[src/design/sofl_pkg.sv]
// package for the status output flag block: map, codes, types
package sofl_pkg;

  // ***********************************************************
  // register offsets (byte addresses)
  // ***********************************************************
  localparam logic [7:0] SOFL_OFF_CTRL = 8'h00;
  localparam logic [7:0] SOFL_OFF_SEL = 8'h04;
  localparam logic [7:0] SOFL_OFF_SPDERR = 8'h08;
  localparam logic [7:0] SOFL_OFF_LOSSTH = 8'h0c;
  localparam logic [7:0] SOFL_OFF_PVLIM = 8'h10;
  localparam logic [7:0] SOFL_OFF_TIMEOUT = 8'h14;
  localparam logic [7:0] SOFL_OFF_FLAGS = 8'h18;
  localparam logic [7:0] SOFL_OFF_ISTAT = 8'h1c;
  localparam logic [7:0] SOFL_OFF_IMASK = 8'h20;
  localparam logic [7:0] SOFL_OFF_ANALOG = 8'h24;

  // ***********************************************************
  // option codes for the relay output terminal
  // ***********************************************************
  localparam logic [7:0] SOFL_OPT_ZS = 8'h15;      // 21
  localparam logic [7:0] SOFL_OPT_SPDERR = 8'h16;  // 22
  localparam logic [7:0] SOFL_OPT_POSDN = 8'h17;   // 23
  localparam logic [7:0] SOFL_OPT_VLOSS = 8'h1b;   // 27
  localparam logic [7:0] SOFL_OPT_CLOSS = 8'h1c;   // 28
  localparam logic [7:0] SOFL_OPT_ALOSS = 8'h1d;   // 29
  localparam logic [7:0] SOFL_OPT_BOOST = 8'h1f;   // 31
  localparam logic [7:0] SOFL_OPT_SILENT = 8'h20;  // 32

  // ***********************************************************
  // field positions, reset values, timing
  // ***********************************************************
  localparam logic [7:0] SOFL_LOSS_OFF = 8'hff;    // 255 disables
  localparam logic [7:0] SOFL_PCT_MAX = 8'h64;     // 100 percent
  localparam int SOFL_CTRL_RTU_BIT = 0;
  localparam int SOFL_CTRL_ACT_LSB = 4;
  localparam logic [15:0] SOFL_ZS_HOLD_RST = 16'h0064;
  localparam logic [7:0] SOFL_SEL_RST = 8'h00;
  localparam logic [7:0] SOFL_TH_RST = SOFL_LOSS_OFF;
  localparam logic [15:0] SOFL_TMO_RST = 16'h0000; // 0 = silence off
  localparam int SOFL_TICK_NS = 1000000;           // 1 ms timer tick
  localparam int SOFL_CLK_NS = 10;
  localparam int SOFL_TICK_CYC = SOFL_TICK_NS / SOFL_CLK_NS;
  localparam int SOFL_NEV = 7;                     // event count

  // ***********************************************************
  // types
  // ***********************************************************
  typedef struct packed {
    logic zero_speed_flag;
    logic speed_error_flag;
    logic position_done_flag;
    logic voltage_loss_flag;
    logic current_input_loss_flag;
    logic aux_input_loss_flag;
    logic second_stage_boost;
    logic link_silence_flag;
  } sofl_flags_t;

  typedef struct packed {
    logic [7:0] voltage;
    logic [7:0] current;
    logic [7:0] aux;
  } sofl_analog_t;

endpackage : sofl_pkg

[src/design/sofl_top.sv]
// status output flag logic with apb register file
// How it works
// - encoder flags stay low unless the encoder card is fitted
// - code 21: zero speed once encoder pulses have stopped
// - code 22: speed error while velocity error exceeds threshold
// - code 23: position done while position equals target
// - code 27: voltage loss below threshold; 255 disables compare
// - code 28: current input loss below its own threshold
// - code 29: aux input loss below its own threshold
// - threshold replaces measured value while input is below it
// - any input loss requests decel to stop, routed or not
// - code 31: boost on while running and pv below low limit
// - boost off once pv rises above high limit
// - between limits after release, boost stays off
// - run removed: boost off regardless of pv
// - code 32: only rtu traffic feeds the silence flag
// - silence flag when master quiet longer than timeout
// - silence flag held until valid rtu traffic resumes
// - timeout response comes from a separate action setting
//
// Our own choices: the address map and the APB interface to the registers.
`timescale 1ns/1ps
module sofl_top
  import sofl_pkg::*;
#(
  parameter int TICK_CYC = SOFL_TICK_CYC,
  parameter int ZS_W = 16
) (
  input wire logic pclk,
  input wire logic presetn,
  input wire logic psel,
  input wire logic penable,
  input wire logic pwrite,
  input wire logic [7:0] paddr,
  input wire logic [31:0] pwdata,
  output logic [31:0] prdata,
  output logic pready,
  output logic pslverr,
  input wire logic card_fitted,
  input wire logic encoder_pulse,
  input wire logic [15:0] velocity_error,
  input wire logic [15:0] load_position,
  input wire logic [15:0] target_position,
  input wire sofl_analog_t analog_in,
  input wire logic [7:0] process_variable,
  input wire logic forward_run_command,
  input wire logic rtu_frame_ok,
  input wire logic ascii_frame_ok,
  output logic relay_output_terminal,
  output sofl_flags_t flags,
  output sofl_analog_t analog_used,
  output logic decel_stop_req,
  output logic timeout_event,
  output logic [1:0] timeout_action_select,
  output logic irq
);

  // ***********************************************************
  // state
  // ***********************************************************
  typedef struct packed {
    logic [1:0] enc_sync;
    logic [1:0] run_sync;
    logic [1:0] card_sync;
    logic enc_last;
    logic [ZS_W-1:0] zs_cnt;
    logic [15:0] zs_hold;
    logic [7:0] sel;
    logic [15:0] spd_th;
    sofl_analog_t loss_th;
    logic [7:0] pv_high;
    logic [7:0] pv_low;
    logic [15:0] tmo;
    logic [1:0] act;
    logic rtu_only;
    logic [31:0] tick_cnt;
    logic [15:0] silent_ticks;
    sofl_flags_t fl;
    sofl_analog_t used;
    logic [SOFL_NEV-1:0] istat;
    logic [SOFL_NEV-1:0] imask;
    logic [31:0] rdata;
    logic tmo_pulse;
    logic relay;
  } sofl_state_t;

  sofl_state_t state_reg;
  sofl_state_t state_next;

  logic wr_hit;
  logic rd_hit;
  logic rd_setup;
  logic addr_ok;
  logic [SOFL_NEV-1:0] ev_now;
  logic [SOFL_NEV-1:0] ev_prev;
  logic run_now;
  logic card_now;
  logic enc_edge;
  logic frame_seen;

  // single-cycle access: answer in the access phase
  assign pready = 1'b1;
  assign wr_hit = psel && penable && pwrite;
  assign rd_hit = psel && penable && !pwrite;
  assign rd_setup = psel && !penable && !pwrite; // read word loads here
  always_comb begin
    case (paddr)
      SOFL_OFF_CTRL, SOFL_OFF_SEL, SOFL_OFF_SPDERR, SOFL_OFF_LOSSTH,
      SOFL_OFF_PVLIM, SOFL_OFF_TIMEOUT, SOFL_OFF_FLAGS, SOFL_OFF_ISTAT,
      SOFL_OFF_IMASK, SOFL_OFF_ANALOG: addr_ok = 1'b1;
      default: addr_ok = 1'b0;
    endcase
  end
  assign pslverr = psel && penable && !addr_ok;

  assign run_now = state_reg.run_sync[1];
  assign card_now = state_reg.card_sync[1];
  assign enc_edge = state_reg.enc_sync[1] != state_reg.enc_last;
  // ascii frames never restart the timer, whatever rtu_only holds;
  // that bit stays a plain read-back flag for software
  assign frame_seen = rtu_frame_ok;

  // rising edges of every flag but position done feed the sticky status bits
  assign ev_prev = {state_reg.fl.zero_speed_flag,
    state_reg.fl.speed_error_flag, state_reg.fl.voltage_loss_flag,
    state_reg.fl.current_input_loss_flag,
    state_reg.fl.aux_input_loss_flag, state_reg.fl.second_stage_boost,
    state_reg.fl.link_silence_flag};

  // ***********************************************************
  // next state
  // ***********************************************************
  always_comb begin
    logic [7:0] ain [3];
    logic [7:0] ath [3];
    logic [2:0] lost;
    logic silent_now;
    state_next = state_reg;
    ain[0] = analog_in.voltage;
    ain[1] = analog_in.current;
    ain[2] = analog_in.aux;
    ath[0] = state_reg.loss_th.voltage;
    ath[1] = state_reg.loss_th.current;
    ath[2] = state_reg.loss_th.aux;
    lost = 3'b000;
    silent_now = 1'b0;
    // pin synchronisers
    state_next.enc_sync = {state_reg.enc_sync[0], encoder_pulse};
    state_next.run_sync = {state_reg.run_sync[0], forward_run_command};
    state_next.card_sync = {state_reg.card_sync[0], card_fitted};
    state_next.enc_last = state_reg.enc_sync[1];
    // zero speed: no encoder edge for zs_hold cycles
    if (enc_edge) begin
      state_next.zs_cnt = '0;
    end else if (state_reg.zs_cnt != {ZS_W{1'b1}}) begin
      state_next.zs_cnt = state_reg.zs_cnt + 1'b1;
    end
    state_next.fl.zero_speed_flag = card_now &&
      (state_reg.zs_cnt >= ZS_W'(state_reg.zs_hold));
    state_next.fl.speed_error_flag = card_now &&
      (velocity_error > state_reg.spd_th);
    state_next.fl.position_done_flag = card_now &&
      (load_position == target_position);
    // analog loss: 255 switches the compare off
    for (int i = 0; i < 3; i++) begin
      lost[i] = (ath[i] != SOFL_LOSS_OFF) && (ain[i] < ath[i]);
    end
    state_next.fl.voltage_loss_flag = lost[0];
    state_next.fl.current_input_loss_flag = lost[1];
    state_next.fl.aux_input_loss_flag = lost[2];
    state_next.used.voltage = lost[0] ? ath[0] : ain[0];
    state_next.used.current = lost[1] ? ath[1] : ain[1];
    state_next.used.aux = lost[2] ? ath[2] : ain[2];
    // boost hysteresis; stop clears it whatever the pv does
    if (!run_now) begin
      state_next.fl.second_stage_boost = 1'b0;
    end else if (process_variable < state_reg.pv_low) begin
      state_next.fl.second_stage_boost = 1'b1;
    end else if (process_variable > state_reg.pv_high) begin
      state_next.fl.second_stage_boost = 1'b0;
    end // between limits the flag keeps its value
    // silence timer in whole ticks; timeout 0 disables
    state_next.tmo_pulse = 1'b0;
    if (frame_seen) begin
      state_next.tick_cnt = '0;
      state_next.silent_ticks = '0;
      state_next.fl.link_silence_flag = 1'b0;
    end else begin
      if (state_reg.tick_cnt >= 32'(TICK_CYC - 1)) begin
        state_next.tick_cnt = '0;
        if (state_reg.silent_ticks != 16'hffff) begin
          state_next.silent_ticks = state_reg.silent_ticks + 16'h0001;
        end
      end else begin
        state_next.tick_cnt = state_reg.tick_cnt + 32'h00000001;
      end
      silent_now = (state_reg.tmo != '0) &&
        (state_reg.silent_ticks > state_reg.tmo);
      if (silent_now && !state_reg.fl.link_silence_flag) begin
        state_next.fl.link_silence_flag = 1'b1;
        state_next.tmo_pulse = 1'b1;
      end
    end
    // relay output multiplexer
    case (state_reg.sel)
      SOFL_OPT_ZS: state_next.relay = state_reg.fl.zero_speed_flag;
      SOFL_OPT_SPDERR: state_next.relay = state_reg.fl.speed_error_flag;
      SOFL_OPT_POSDN: state_next.relay = state_reg.fl.position_done_flag;
      SOFL_OPT_VLOSS: state_next.relay = state_reg.fl.voltage_loss_flag;
      SOFL_OPT_CLOSS:
        state_next.relay = state_reg.fl.current_input_loss_flag;
      SOFL_OPT_ALOSS: state_next.relay = state_reg.fl.aux_input_loss_flag;
      SOFL_OPT_BOOST: state_next.relay = state_reg.fl.second_stage_boost;
      SOFL_OPT_SILENT: state_next.relay = state_reg.fl.link_silence_flag;
      default: state_next.relay = 1'b0;
    endcase
    // register writes
    if (wr_hit) begin
      case (paddr)
        SOFL_OFF_CTRL: begin
          state_next.rtu_only = pwdata[SOFL_CTRL_RTU_BIT];
          state_next.act = pwdata[SOFL_CTRL_ACT_LSB +: 2];
        end
        SOFL_OFF_SEL: state_next.sel = pwdata[7:0];
        SOFL_OFF_SPDERR: begin
          state_next.spd_th = pwdata[15:0];
          state_next.zs_hold = pwdata[31:16];
        end
        SOFL_OFF_LOSSTH: state_next.loss_th = pwdata[23:0];
        SOFL_OFF_PVLIM: begin
          state_next.pv_high = pwdata[15:8];
          state_next.pv_low = pwdata[7:0];
        end
        SOFL_OFF_TIMEOUT: state_next.tmo = pwdata[15:0];
        SOFL_OFF_IMASK: state_next.imask = pwdata[SOFL_NEV-1:0];
        default: state_next.sel = state_reg.sel;
      endcase
    end
    // read word loaded in the setup cycle so prdata comes from a flop
    state_next.rdata = '0;
    if (rd_setup) begin
      case (paddr)
        SOFL_OFF_CTRL: state_next.rdata = {26'h0, state_reg.act,
          3'h0, state_reg.rtu_only};
        SOFL_OFF_SEL: state_next.rdata = {24'h0, state_reg.sel};
        SOFL_OFF_SPDERR: state_next.rdata = {state_reg.zs_hold,
          state_reg.spd_th};
        SOFL_OFF_LOSSTH: state_next.rdata = {8'h0, state_reg.loss_th};
        SOFL_OFF_PVLIM: state_next.rdata = {16'h0, state_reg.pv_high,
          state_reg.pv_low};
        SOFL_OFF_TIMEOUT: state_next.rdata = {16'h0, state_reg.tmo};
        SOFL_OFF_FLAGS: state_next.rdata = {24'h0, state_reg.fl};
        SOFL_OFF_ISTAT: state_next.rdata = {25'h0, state_reg.istat};
        SOFL_OFF_IMASK: state_next.rdata = {25'h0, state_reg.imask};
        SOFL_OFF_ANALOG: state_next.rdata = {8'h0, state_reg.used};
        default: state_next.rdata = '0;
      endcase
    end
    // status read clears only what was reported; a new event still wins
    ev_now = {state_next.fl.zero_speed_flag,
      state_next.fl.speed_error_flag, state_next.fl.voltage_loss_flag,
      state_next.fl.current_input_loss_flag,
      state_next.fl.aux_input_loss_flag, state_next.fl.second_stage_boost,
      state_next.fl.link_silence_flag};
    if (rd_hit && paddr == SOFL_OFF_ISTAT) begin
      state_next.istat = (state_reg.istat &
        ~state_reg.rdata[SOFL_NEV-1:0]) | (ev_now & ~ev_prev);
    end else begin
      state_next.istat = state_reg.istat | (ev_now & ~ev_prev);
    end
  end

  // ***********************************************************
  // registers
  // ***********************************************************
  always_ff @(posedge pclk or negedge presetn) begin
    if (!presetn) begin
      state_reg <= '0;
      state_reg.sel <= SOFL_SEL_RST;
      state_reg.loss_th <= {SOFL_TH_RST, SOFL_TH_RST, SOFL_TH_RST};
      state_reg.zs_hold <= SOFL_ZS_HOLD_RST;
      state_reg.tmo <= SOFL_TMO_RST;
      state_reg.pv_high <= SOFL_PCT_MAX;
    end else begin
      state_reg <= state_next;
    end
  end

  // outputs; read word stands for the whole access cycle
  assign prdata = state_reg.rdata;
  assign relay_output_terminal = state_reg.relay;
  assign flags = state_reg.fl;
  assign analog_used = state_reg.used;
  assign decel_stop_req = state_reg.fl.voltage_loss_flag ||
    state_reg.fl.current_input_loss_flag ||
    state_reg.fl.aux_input_loss_flag;
  assign timeout_event = state_reg.tmo_pulse;
  assign timeout_action_select = state_reg.act;
  assign irq = |(state_reg.istat & state_reg.imask);

  // ***********************************************************
  // assertions
  // ***********************************************************
  a_boost_stop: assert property (
    @(posedge pclk) disable iff (!presetn)
    !run_now |=> !flags.second_stage_boost)
    else $error("boost on while stopped");
  a_boost_low: assert property (
    @(posedge pclk) disable iff (!presetn)
    run_now && process_variable < state_reg.pv_low
    |=> flags.second_stage_boost)
    else $error("boost missing below low limit");
  a_boost_high: assert property (
    @(posedge pclk) disable iff (!presetn)
    run_now && process_variable > state_reg.pv_high &&
    process_variable >= state_reg.pv_low
    |=> !flags.second_stage_boost)
    else $error("boost held above high limit");
  a_boost_hold: assert property (
    @(posedge pclk) disable iff (!presetn)
    run_now && process_variable >= state_reg.pv_low &&
    process_variable <= state_reg.pv_high
    |=> $stable(flags.second_stage_boost))
    else $error("boost changed between limits");
  a_enc_card: assert property (
    @(posedge pclk) disable iff (!presetn)
    !card_now |=> !flags.zero_speed_flag && !flags.speed_error_flag &&
    !flags.position_done_flag)
    else $error("encoder flag without card");
  a_speed_err: assert property (
    @(posedge pclk) disable iff (!presetn)
    card_now && velocity_error > state_reg.spd_th
    |=> flags.speed_error_flag)
    else $error("speed error flag missing");
  a_pos_done: assert property (
    @(posedge pclk) disable iff (!presetn)
    card_now && load_position == target_position
    |=> flags.position_done_flag)
    else $error("position done flag missing");
  a_loss_off: assert property (
    @(posedge pclk) disable iff (!presetn)
    state_reg.loss_th.voltage == SOFL_LOSS_OFF
    |=> !flags.voltage_loss_flag)
    else $error("loss flag with compare disabled");
  a_aux_loss: assert property (
    @(posedge pclk) disable iff (!presetn)
    state_reg.loss_th.aux != SOFL_LOSS_OFF &&
    analog_in.aux < state_reg.loss_th.aux |=> flags.aux_input_loss_flag)
    else $error("aux loss flag missing");
  a_subst_val: assert property (
    @(posedge pclk) disable iff (!presetn)
    flags.aux_input_loss_flag |->
    analog_used.aux == $past(state_reg.loss_th.aux))
    else $error("threshold not substituted");
  a_decel_loss: assert property (
    @(posedge pclk) disable iff (!presetn)
    flags.aux_input_loss_flag |-> decel_stop_req)
    else $error("no stop request on loss");
  a_relay_boost: assert property (
    @(posedge pclk) disable iff (!presetn)
    state_reg.sel == SOFL_OPT_BOOST
    |=> relay_output_terminal == $past(flags.second_stage_boost))
    else $error("boost not routed to relay");
  a_ascii_ignore: assert property (
    @(posedge pclk) disable iff (!presetn)
    ascii_frame_ok && !rtu_frame_ok && flags.link_silence_flag
    |=> flags.link_silence_flag)
    else $error("ascii frame cleared silence flag");
  a_silence_hold: assert property (
    @(posedge pclk) disable iff (!presetn)
    flags.link_silence_flag && !frame_seen
    |=> flags.link_silence_flag)
    else $error("silence flag dropped without traffic");
  a_timeout_pulse: assert property (
    @(posedge pclk) disable iff (!presetn)
    $rose(flags.link_silence_flag) |-> timeout_event)
    else $error("no timeout event with silence");
  a_frame_clear: assert property (
    @(posedge pclk) disable iff (!presetn)
    rtu_frame_ok |=> !flags.link_silence_flag ##0
    state_reg.silent_ticks == 16'h0000)
    else $error("frame did not restart timer");

  c_boost_cycle: cover property (@(posedge pclk) disable iff (!presetn)
    flags.second_stage_boost ##[1:50] !flags.second_stage_boost);
  c_silence: cover property (@(posedge pclk) disable iff (!presetn)
    $rose(flags.link_silence_flag));
  c_irq: cover property (@(posedge pclk) disable iff (!presetn)
    $rose(irq));
  c_relay: cover property (@(posedge pclk) disable iff (!presetn)
    $rose(relay_output_terminal));

endmodule : sofl_top

[config.mk]
export PLATFORM = sky130hd
export DESIGN_NAME = sofl_top
export DESIGN_NICKNAME = d
export VERILOG_FILES = /design/src/design/sofl_pkg.sv /design/src/design/sofl_top.sv
export SDC_FILE = /design/constraint.sdc
export NUM_CORES = 1
export LEC_CHECK = 0
export BUFFER_PORTS_ARGS = -buffer_cell sky130_fd_sc_hd__buf_2
export CAP_MARGIN = 25
export CELL_PAD_IN_SITES_DETAIL_PLACEMENT = 1
export CELL_PAD_IN_SITES_GLOBAL_PLACEMENT = 2
export CORE_ASPECT_RATIO = 1.4
export CORE_MARGIN = 5
export CORE_UTILIZATION = 29
export CTS_BUF_LIST = sky130_fd_sc_hd__clkbuf_16
export CTS_CLUSTER_DIAMETER = 200
export CTS_CLUSTER_SIZE = 14
export DETAILED_ROUTE_END_ITERATION = 8
export GPL_TIMING_DRIVEN = 1
export PLACE_DENSITY = 0.73
export SLEW_MARGIN = 20
export SYNTH_ARGS = -nofsm -noshare
export SYNTH_HDL_FRONTEND = slang
export SYNTH_SLANG_ARGS = --single-unit
[constraint.sdc]
create_clock -name pclk -period 2.12 [get_ports pclk]
set_clock_uncertainty 0.1 [all_clocks]
set_input_delay 0.318 -clock pclk [delete_from_list [all_inputs] [get_ports pclk]]
set_output_delay 0.318 -clock pclk [all_outputs]
set_load 0.02 [all_outputs]
==> results.txt, run 1 <==
IO Count -> 202
final core utilization -> 37.8%
critical path type -> flip-flop to flip-flop
Worst Tran Pin Value -> 563 ps
Nets -> 1,791
antenna violations before repair -> 11
YS warnings -> 0
routed vias -> 10,900
first-pass GRT wire length -> 70.2 mm
Final Cycle Share -> 107%
RSZ-0062 raised after global routing -> yes
Reg2Reg Depth -> 7
row count -> 93
DRT Pass-1 Iters -> 5
crit path max-delay cell type -> or4b_1
largest net degree at the start of global routing -> 59
crit path capture type -> flip-flop
H-Tree Depth -> 1
flops & latches, synth -> 250
DP Cell Count -> 2,109
Finish-stage setup viols -> 12
clk sink count -> 250
Vias per Instance -> 4.92
Core Area -> 46,200 µm²
Final WS setup -> -147 ps
Largest register FFs -> 176
Worst-Skew Late Latency -> 520 ps
hold crit path type -> input port to flip-flop
Die Ht -> 266 µm
Cell Area, Placed -> 15,900 µm²
initial DRC count -> 424
Slew HR -> 62.2%
post-route ant nets -> 0
register area share after synthesis -> 46.4%
Hold Path Cell Cnt -> 4
slowest cell delay on critical path -> 520 ps
Pleak -> 7.95 nW
Reg clk slew, reported paths -> 70 ps
DP Worst Slack -> -341 ps
Yosys top cell by area -> dfrtp_1
Initial Util -> 29.3%
minimum clock period -> 2270 ps
failing checks -> negative setup slack
Slew Viols, Final -> 0
Pwr Total -> 9.86 mW
clk buf depth -> 3
Post-DP HPWL -> 35.6 mm
Non-Filler Instances -> 2,208
Max Cap Viol -> 0
syn avg cell area -> 10.9 µm²
total CTS buffers -> 21
post-synthesis instance total -> 1,248
Fin Hold WS -> 9.51 ps
WP data required -> 2460 ps
Arr. time, crit path -> 2610 ps
vias in the first global route -> 12,200
layout cells sized above 1 -> 37.6%
routed wire length -> 46.1 mm
width of the die -> 193 µm
Post-Syn Area -> 13,600 µm²
pwr/cell area -> 566 nW/µm²
DR DRC count -> 0
die area -> 51,200 µm²
library cells used by synthesis -> 70
CTS tree -> built
GRT Util Overall -> 17.7%
synth top area cells -> dfrtp_1, mux2_2, ha_1
fraction of registers with async set/reset -> 100%
status -> complete, but fails checks
WL per Instance -> 20.9 µm
Critical Path Start Type -> flip-flop
Synth top area share -> 40.6%
crit-path max FO -> 8
final non-filler cell area -> 17,400 µm²
Final Hold Viols -> 0
EDFF count, synth -> 0
fmax -> 441 MHz
worst path cell trace -> ha_2, nand4_1, a2111oi_4, nor4_4, buf_4, or4b_1, a21oi_1
total global routing overflow -> 0
I/O Buffers -> 199
area growth from synthesis to final layout -> 28.7%
setup tns final -> -952 ps
routability cong. -> 0.897
Root Driver -> clkbuf_16
Synth Flop Type -> dfrtp_1
Max VDD drop -> 0.506 mV
worst max-delay path: cells and delay by family (launching register included):
kind | cells | cell delay [ps]
buffers and inverters | 1 | 170
adder cells (fa/ha/maj) | 1 | 190
AND/OR/NAND/NOR | 3 | 820
AO/OA/AOI/OAI | 2 | 530
flip-flops | 1 | 370
power breakdown:
group          internal [mW]  switching, mW  leakage [nW]
registers               4.90          0.122          3.24
clock network           1.79           1.85         0.340
logic                  0.545          0.656          4.37
total                   7.24           2.63          7.95
what timing repair did:
item,4_1_cts,5_1_grt
resized for setup,36,43
setup endpoints to repair,34,63
setup buffers,12,3
pin swaps,28,23
hold endpoints to repair,105,1
hold buffers,46,1
path summary, 6_finish.rpt:
kind                                  startpoint              end  slack [ps]
worst max-delay path               state_reg[97]    state_reg[87]        -150
worst min-delay path            load_position[6]         flags[5]          10
worst max register to register     state_reg[97]    state_reg[87]        -150
worst min register to register   state_next[249]  state_next[243]         270
max in group asynchronous                presetn   state_reg[173]         950
min in group asynchronous                presetn   state_reg[220]         220
metal layers:
metal	wire [µm]	global-route usage [%]	vias up
li1	-	-	5061
met1	17000	19.1	5503
met2	25900	34.6	192
met3	1720	3.04	82
met4	1440	5.36	16
met5	93	0	-
synth_stat cells (21+ instances only):
library cell	count
xnor2_1	31
nand2_1	72
a21oi_1	49
a31oi_1	21
mux2_2	126
ha_1	87
inv_1	93
dfstp_2	30
a22oi_1	39
nand4_1	28
dfrtp_1	220
nor2_1	70
buf_4	68
nand3_1	30
final cells by class:
| cell class | count | area [µm²] |
|---|---|---|
| Antenna cell | 3 | 7.51 |
| Clock buffer | 21 | 526 |
| Clock inverter | 16 | 60.1 |
| Fill cell | 5256 | 28800 |
| Inverter | 93 | 349 |
| Multi-Input combinational cell | 816 | 6690 |
| Sequential cell | 250 | 6290 |
| Tap cell | 617 | 772 |
| Timing Repair Buffer | 392 | 2750 |
cell families after synthesis:
group / count (synthesis) / share of synthesized area [%]
and+or+nand+nor: 312 / 12.0
DFF: 250 / 46.4
AOI/OAI and AO/OA: 213 / 10.9
buffers and inverters: 196 / 7.52
muxes: 147 / 12.4
adders and majority gates: 87 / 8.03
xor gates and xnor gates: 41 / 2.65
other: 2 / 0.0554
cells in the final DEF (no fill, tap or decap), types with 9 or more instances in the layout:
master and count:
buf_6 9, nand2b_1 12, xnor2_1 30, nand4_1 28
mux2_2 114, inv_1 103, nand2_1 71, a22oi_1 39
and3_1 12, o21ai_0 14, a21oi_1 44, dfrtp_1 219
mux2i_1 11, and2_1 10, dfstp_2 30, dlygate4sd3_1 47
nor2b_1 17, ha_1 78, a31oi_1 20, buf_2 197
clkbuf_16 21, conb_1 16, nor4_1 11, buf_4 127
mux2_4 22, buf_12 11, nor2_1 68, nand3_1 30
xor2_1 10
Power figures use the tool's default switching activity.
==> run 2: changes to the inputs <==
CELL_PAD_IN_SITES_GLOBAL_PLACEMENT = 1   (was 2)
PLACE_DENSITY = 0.64   (was 0.73)
==> results.txt, run 2 (same netlist as run 1, synthesis figures left out) <==
Reg-to-Reg End -> state_reg[86]
width of the die -> 193 µm (unchanged)
Final Cycle Share -> 107% (+0.20 points)
largest net degree at the start of global routing -> 60 (+1.7%)
crit path max-delay cell type -> a2111oi_4
worst path cell trace -> ha_2, nand4_1, a2111oi_4, nor4_4, buf_4, clkbuf_16, buf_6, o41ai_4, a21oi_2
DRT Pass-1 Iters -> 5 (unchanged)
I/O Buffers -> 199 (unchanged)
setup tns final -> -1360 ps (-410 ps)
Hold EP -> flags[5]
critical path type -> flip-flop to flip-flop
DP Cell Count -> 2,121 (+0.57%)
row count -> 93 (unchanged)
RSZ-0062 raised after global routing -> yes
Worst Tran Pin Value -> 539 ps (-24.4 ps)
first-pass GRT wire length -> 71.0 mm (+1.1%)
post-route ant nets -> 0 (unchanged)
GRT Util Overall -> 17.7% (+0.030 points)
Nets -> 1,827 (+2.0%)
Hold Path Cell Cnt -> 4 (unchanged)
WL per Instance -> 20.8 µm (-0.14%)
failing checks -> negative setup slack
slowest cell delay on critical path -> 460 ps (-60 ps)
Vias per Instance -> 4.96 (+0.98%)
clk buf depth -> 3 (unchanged)
routability cong. -> 0.927 (+3.4%)
Hold Startpoint -> load_position[7]
pwr/cell area -> 554 nW/µm² (-2.1%)
crit path capture type -> flip-flop
most common cell after layout, fill and taps aside -> dfrtp_1
Post-DP HPWL -> 35.5 mm (-0.17%)
routed wire length -> 46.7 mm (+1.4%)
R2R Setup Slk -> -150 ps (about the same)
Reg2Reg Depth -> 9 (+2)
reg2reg start -> state_reg[96]
Max VDD drop -> 0.701 mV (+38%)
minimum clock period -> 2270 ps (+4.16 ps)
fmax -> 440 MHz (-0.18%)
Core Area -> 46,200 µm² (unchanged)
Slew Viols, Final -> 0 (unchanged)
antenna violations before repair -> 8 (-3)
total CTS buffers -> 21 (unchanged)
die area -> 51,200 µm² (unchanged)
Die Ht -> 266 µm (unchanged)
Reg clk slew, reported paths -> 70 ps (about the same)
total global routing overflow -> 0 (unchanged)
crit-path max FO -> 6 (-2)
Slew HR -> 63.2% (+0.98 points)
# fillers -> 5,167 (-1.7%)
H-Tree Depth -> 1 (unchanged)
hold crit path type -> input port to flip-flop
WP data required -> 2430 ps (-30 ps)
Max Cap Viol -> 0 (unchanged)
Pwr Total -> 9.89 mW (+0.31%)
most frequent cells in the layout -> dfrtp_1, buf_2, buf_4, mux2_2, inv_1
initial DRC count -> 519 (+22%)
clk sink count -> 250 (unchanged)
IO Count -> 202 (unchanged)
Non-Filler Instances -> 2,242 (+1.5%)
vias in the first global route -> 12,400 (+1.6%)
layout cells sized above 1 -> 38.7% (+1.1 points)
DR DRC count -> 0 (unchanged)
Finish-stage setup viols -> 15 (+3)
Largest register FFs -> 176 (unchanged)
Final Hold Viols -> 0 (unchanged)
status -> complete, but fails checks
area growth from synthesis to final layout -> 31.8%
Final WS setup -> -151 ps (-4.16 ps)
CP bufs+invs -> 3 (+2)
Root Driver -> clkbuf_16
CTS tree -> built
Critical Path Start Type -> flip-flop
Pleak -> 8.11 nW (+2.0%)
Worst-Skew Late Latency -> 530 ps (about the same)
Crit path max-delay family -> compound AO/OA/AOI/OAI gates
Initial Util -> 29.3% (unchanged)
Arr. time, crit path -> 2580 ps (-30 ps)
routed vias -> 11,100 (+2.5%)
## run 2: cell types whose count changed in the layout (fill, tap and decap cells not counted), sizes merged
cell	before	now
inv	108	106
buf	345	361
dlygate4sd3	47	64
clkbuf	21	23
nor4	20	21
## run 2: power by group
part           internal [mW]  switching (mW)
logic                  0.589           0.672
clock network           1.79            1.83
registers               4.90           0.121
## run 2: worst min-delay path, cell delays in order
cell	delay (ps)
buf_2	90
xnor2_1	60
nand4_1	80
nor4_1	60
## run 2: worst max-delay path by stage
stage	start	end	slack, ps	depth (start not counted)
floorplan	state_reg[96]	state_reg[89]	-140	7
global placement	paddr[5]	state_reg[181]	-210	6
detailed placement	state_reg[96]	state_reg[83]	-240	7
CTS	state_reg[96]	state_reg[89]	-160	7
global route	state_reg[96]	state_reg[84]	-310	7
finish	state_reg[96]	state_reg[86]	-150	9
## run 2: through the flow
| stage | cell area, µm² | hold slack [ps] | setup WS [ps] | utilization [%] |
|---|---|---|---|---|
| 2_1_floorplan | 13700 | -77.6 | -144 | - |
| 3_3_place_gp | 16000 | 217 | -205 | 34.6 |
| 3_5_place_dp | 16000 | 222 | -236 | 34.6 |
| 4_1_cts | 17400 | 0.783 | -159 | 37.7 |
| 5_1_grt | 17900 | 1.60 | -306 | 38.7 |
| 6_report | 17900 | 23.6 | -151 | 38.7 |
## run 2: layout make-up
| class | count | area [µm²] | share of cell area (%) |
|---|---|---|---|
| multi-input cells | 817 | 6770 | 37.9 |
| flip-flops and latches | 250 | 6290 | 35.2 |
| repair buffers | 427 | 3100 | 17.3 |
| well taps | 617 | 772 | 4.32 |
| clock buffers | 21 | 526 | 2.94 |
| inverters | 93 | 349 | 1.95 |
| clock inverters | 14 | 52.6 | 0.294 |
| diodes | 3 | 7.51 | 0.0420 |
## run 2: layer usage
layer,track usage [%],routed length [µm]
met3,2.60,1640
met5,0,53
met2,33.8,25600
met4,6.04,1590
met1,19.8,17800
## run 2: timing repair
item,CTS,global route
setup endpoints to repair,30,49
pin swaps,21,22
cloned,1,2
setup buffers,7,10
hold buffers,63,1
endpoints found under the hold margin,111,2
gates resized for setup,38,58
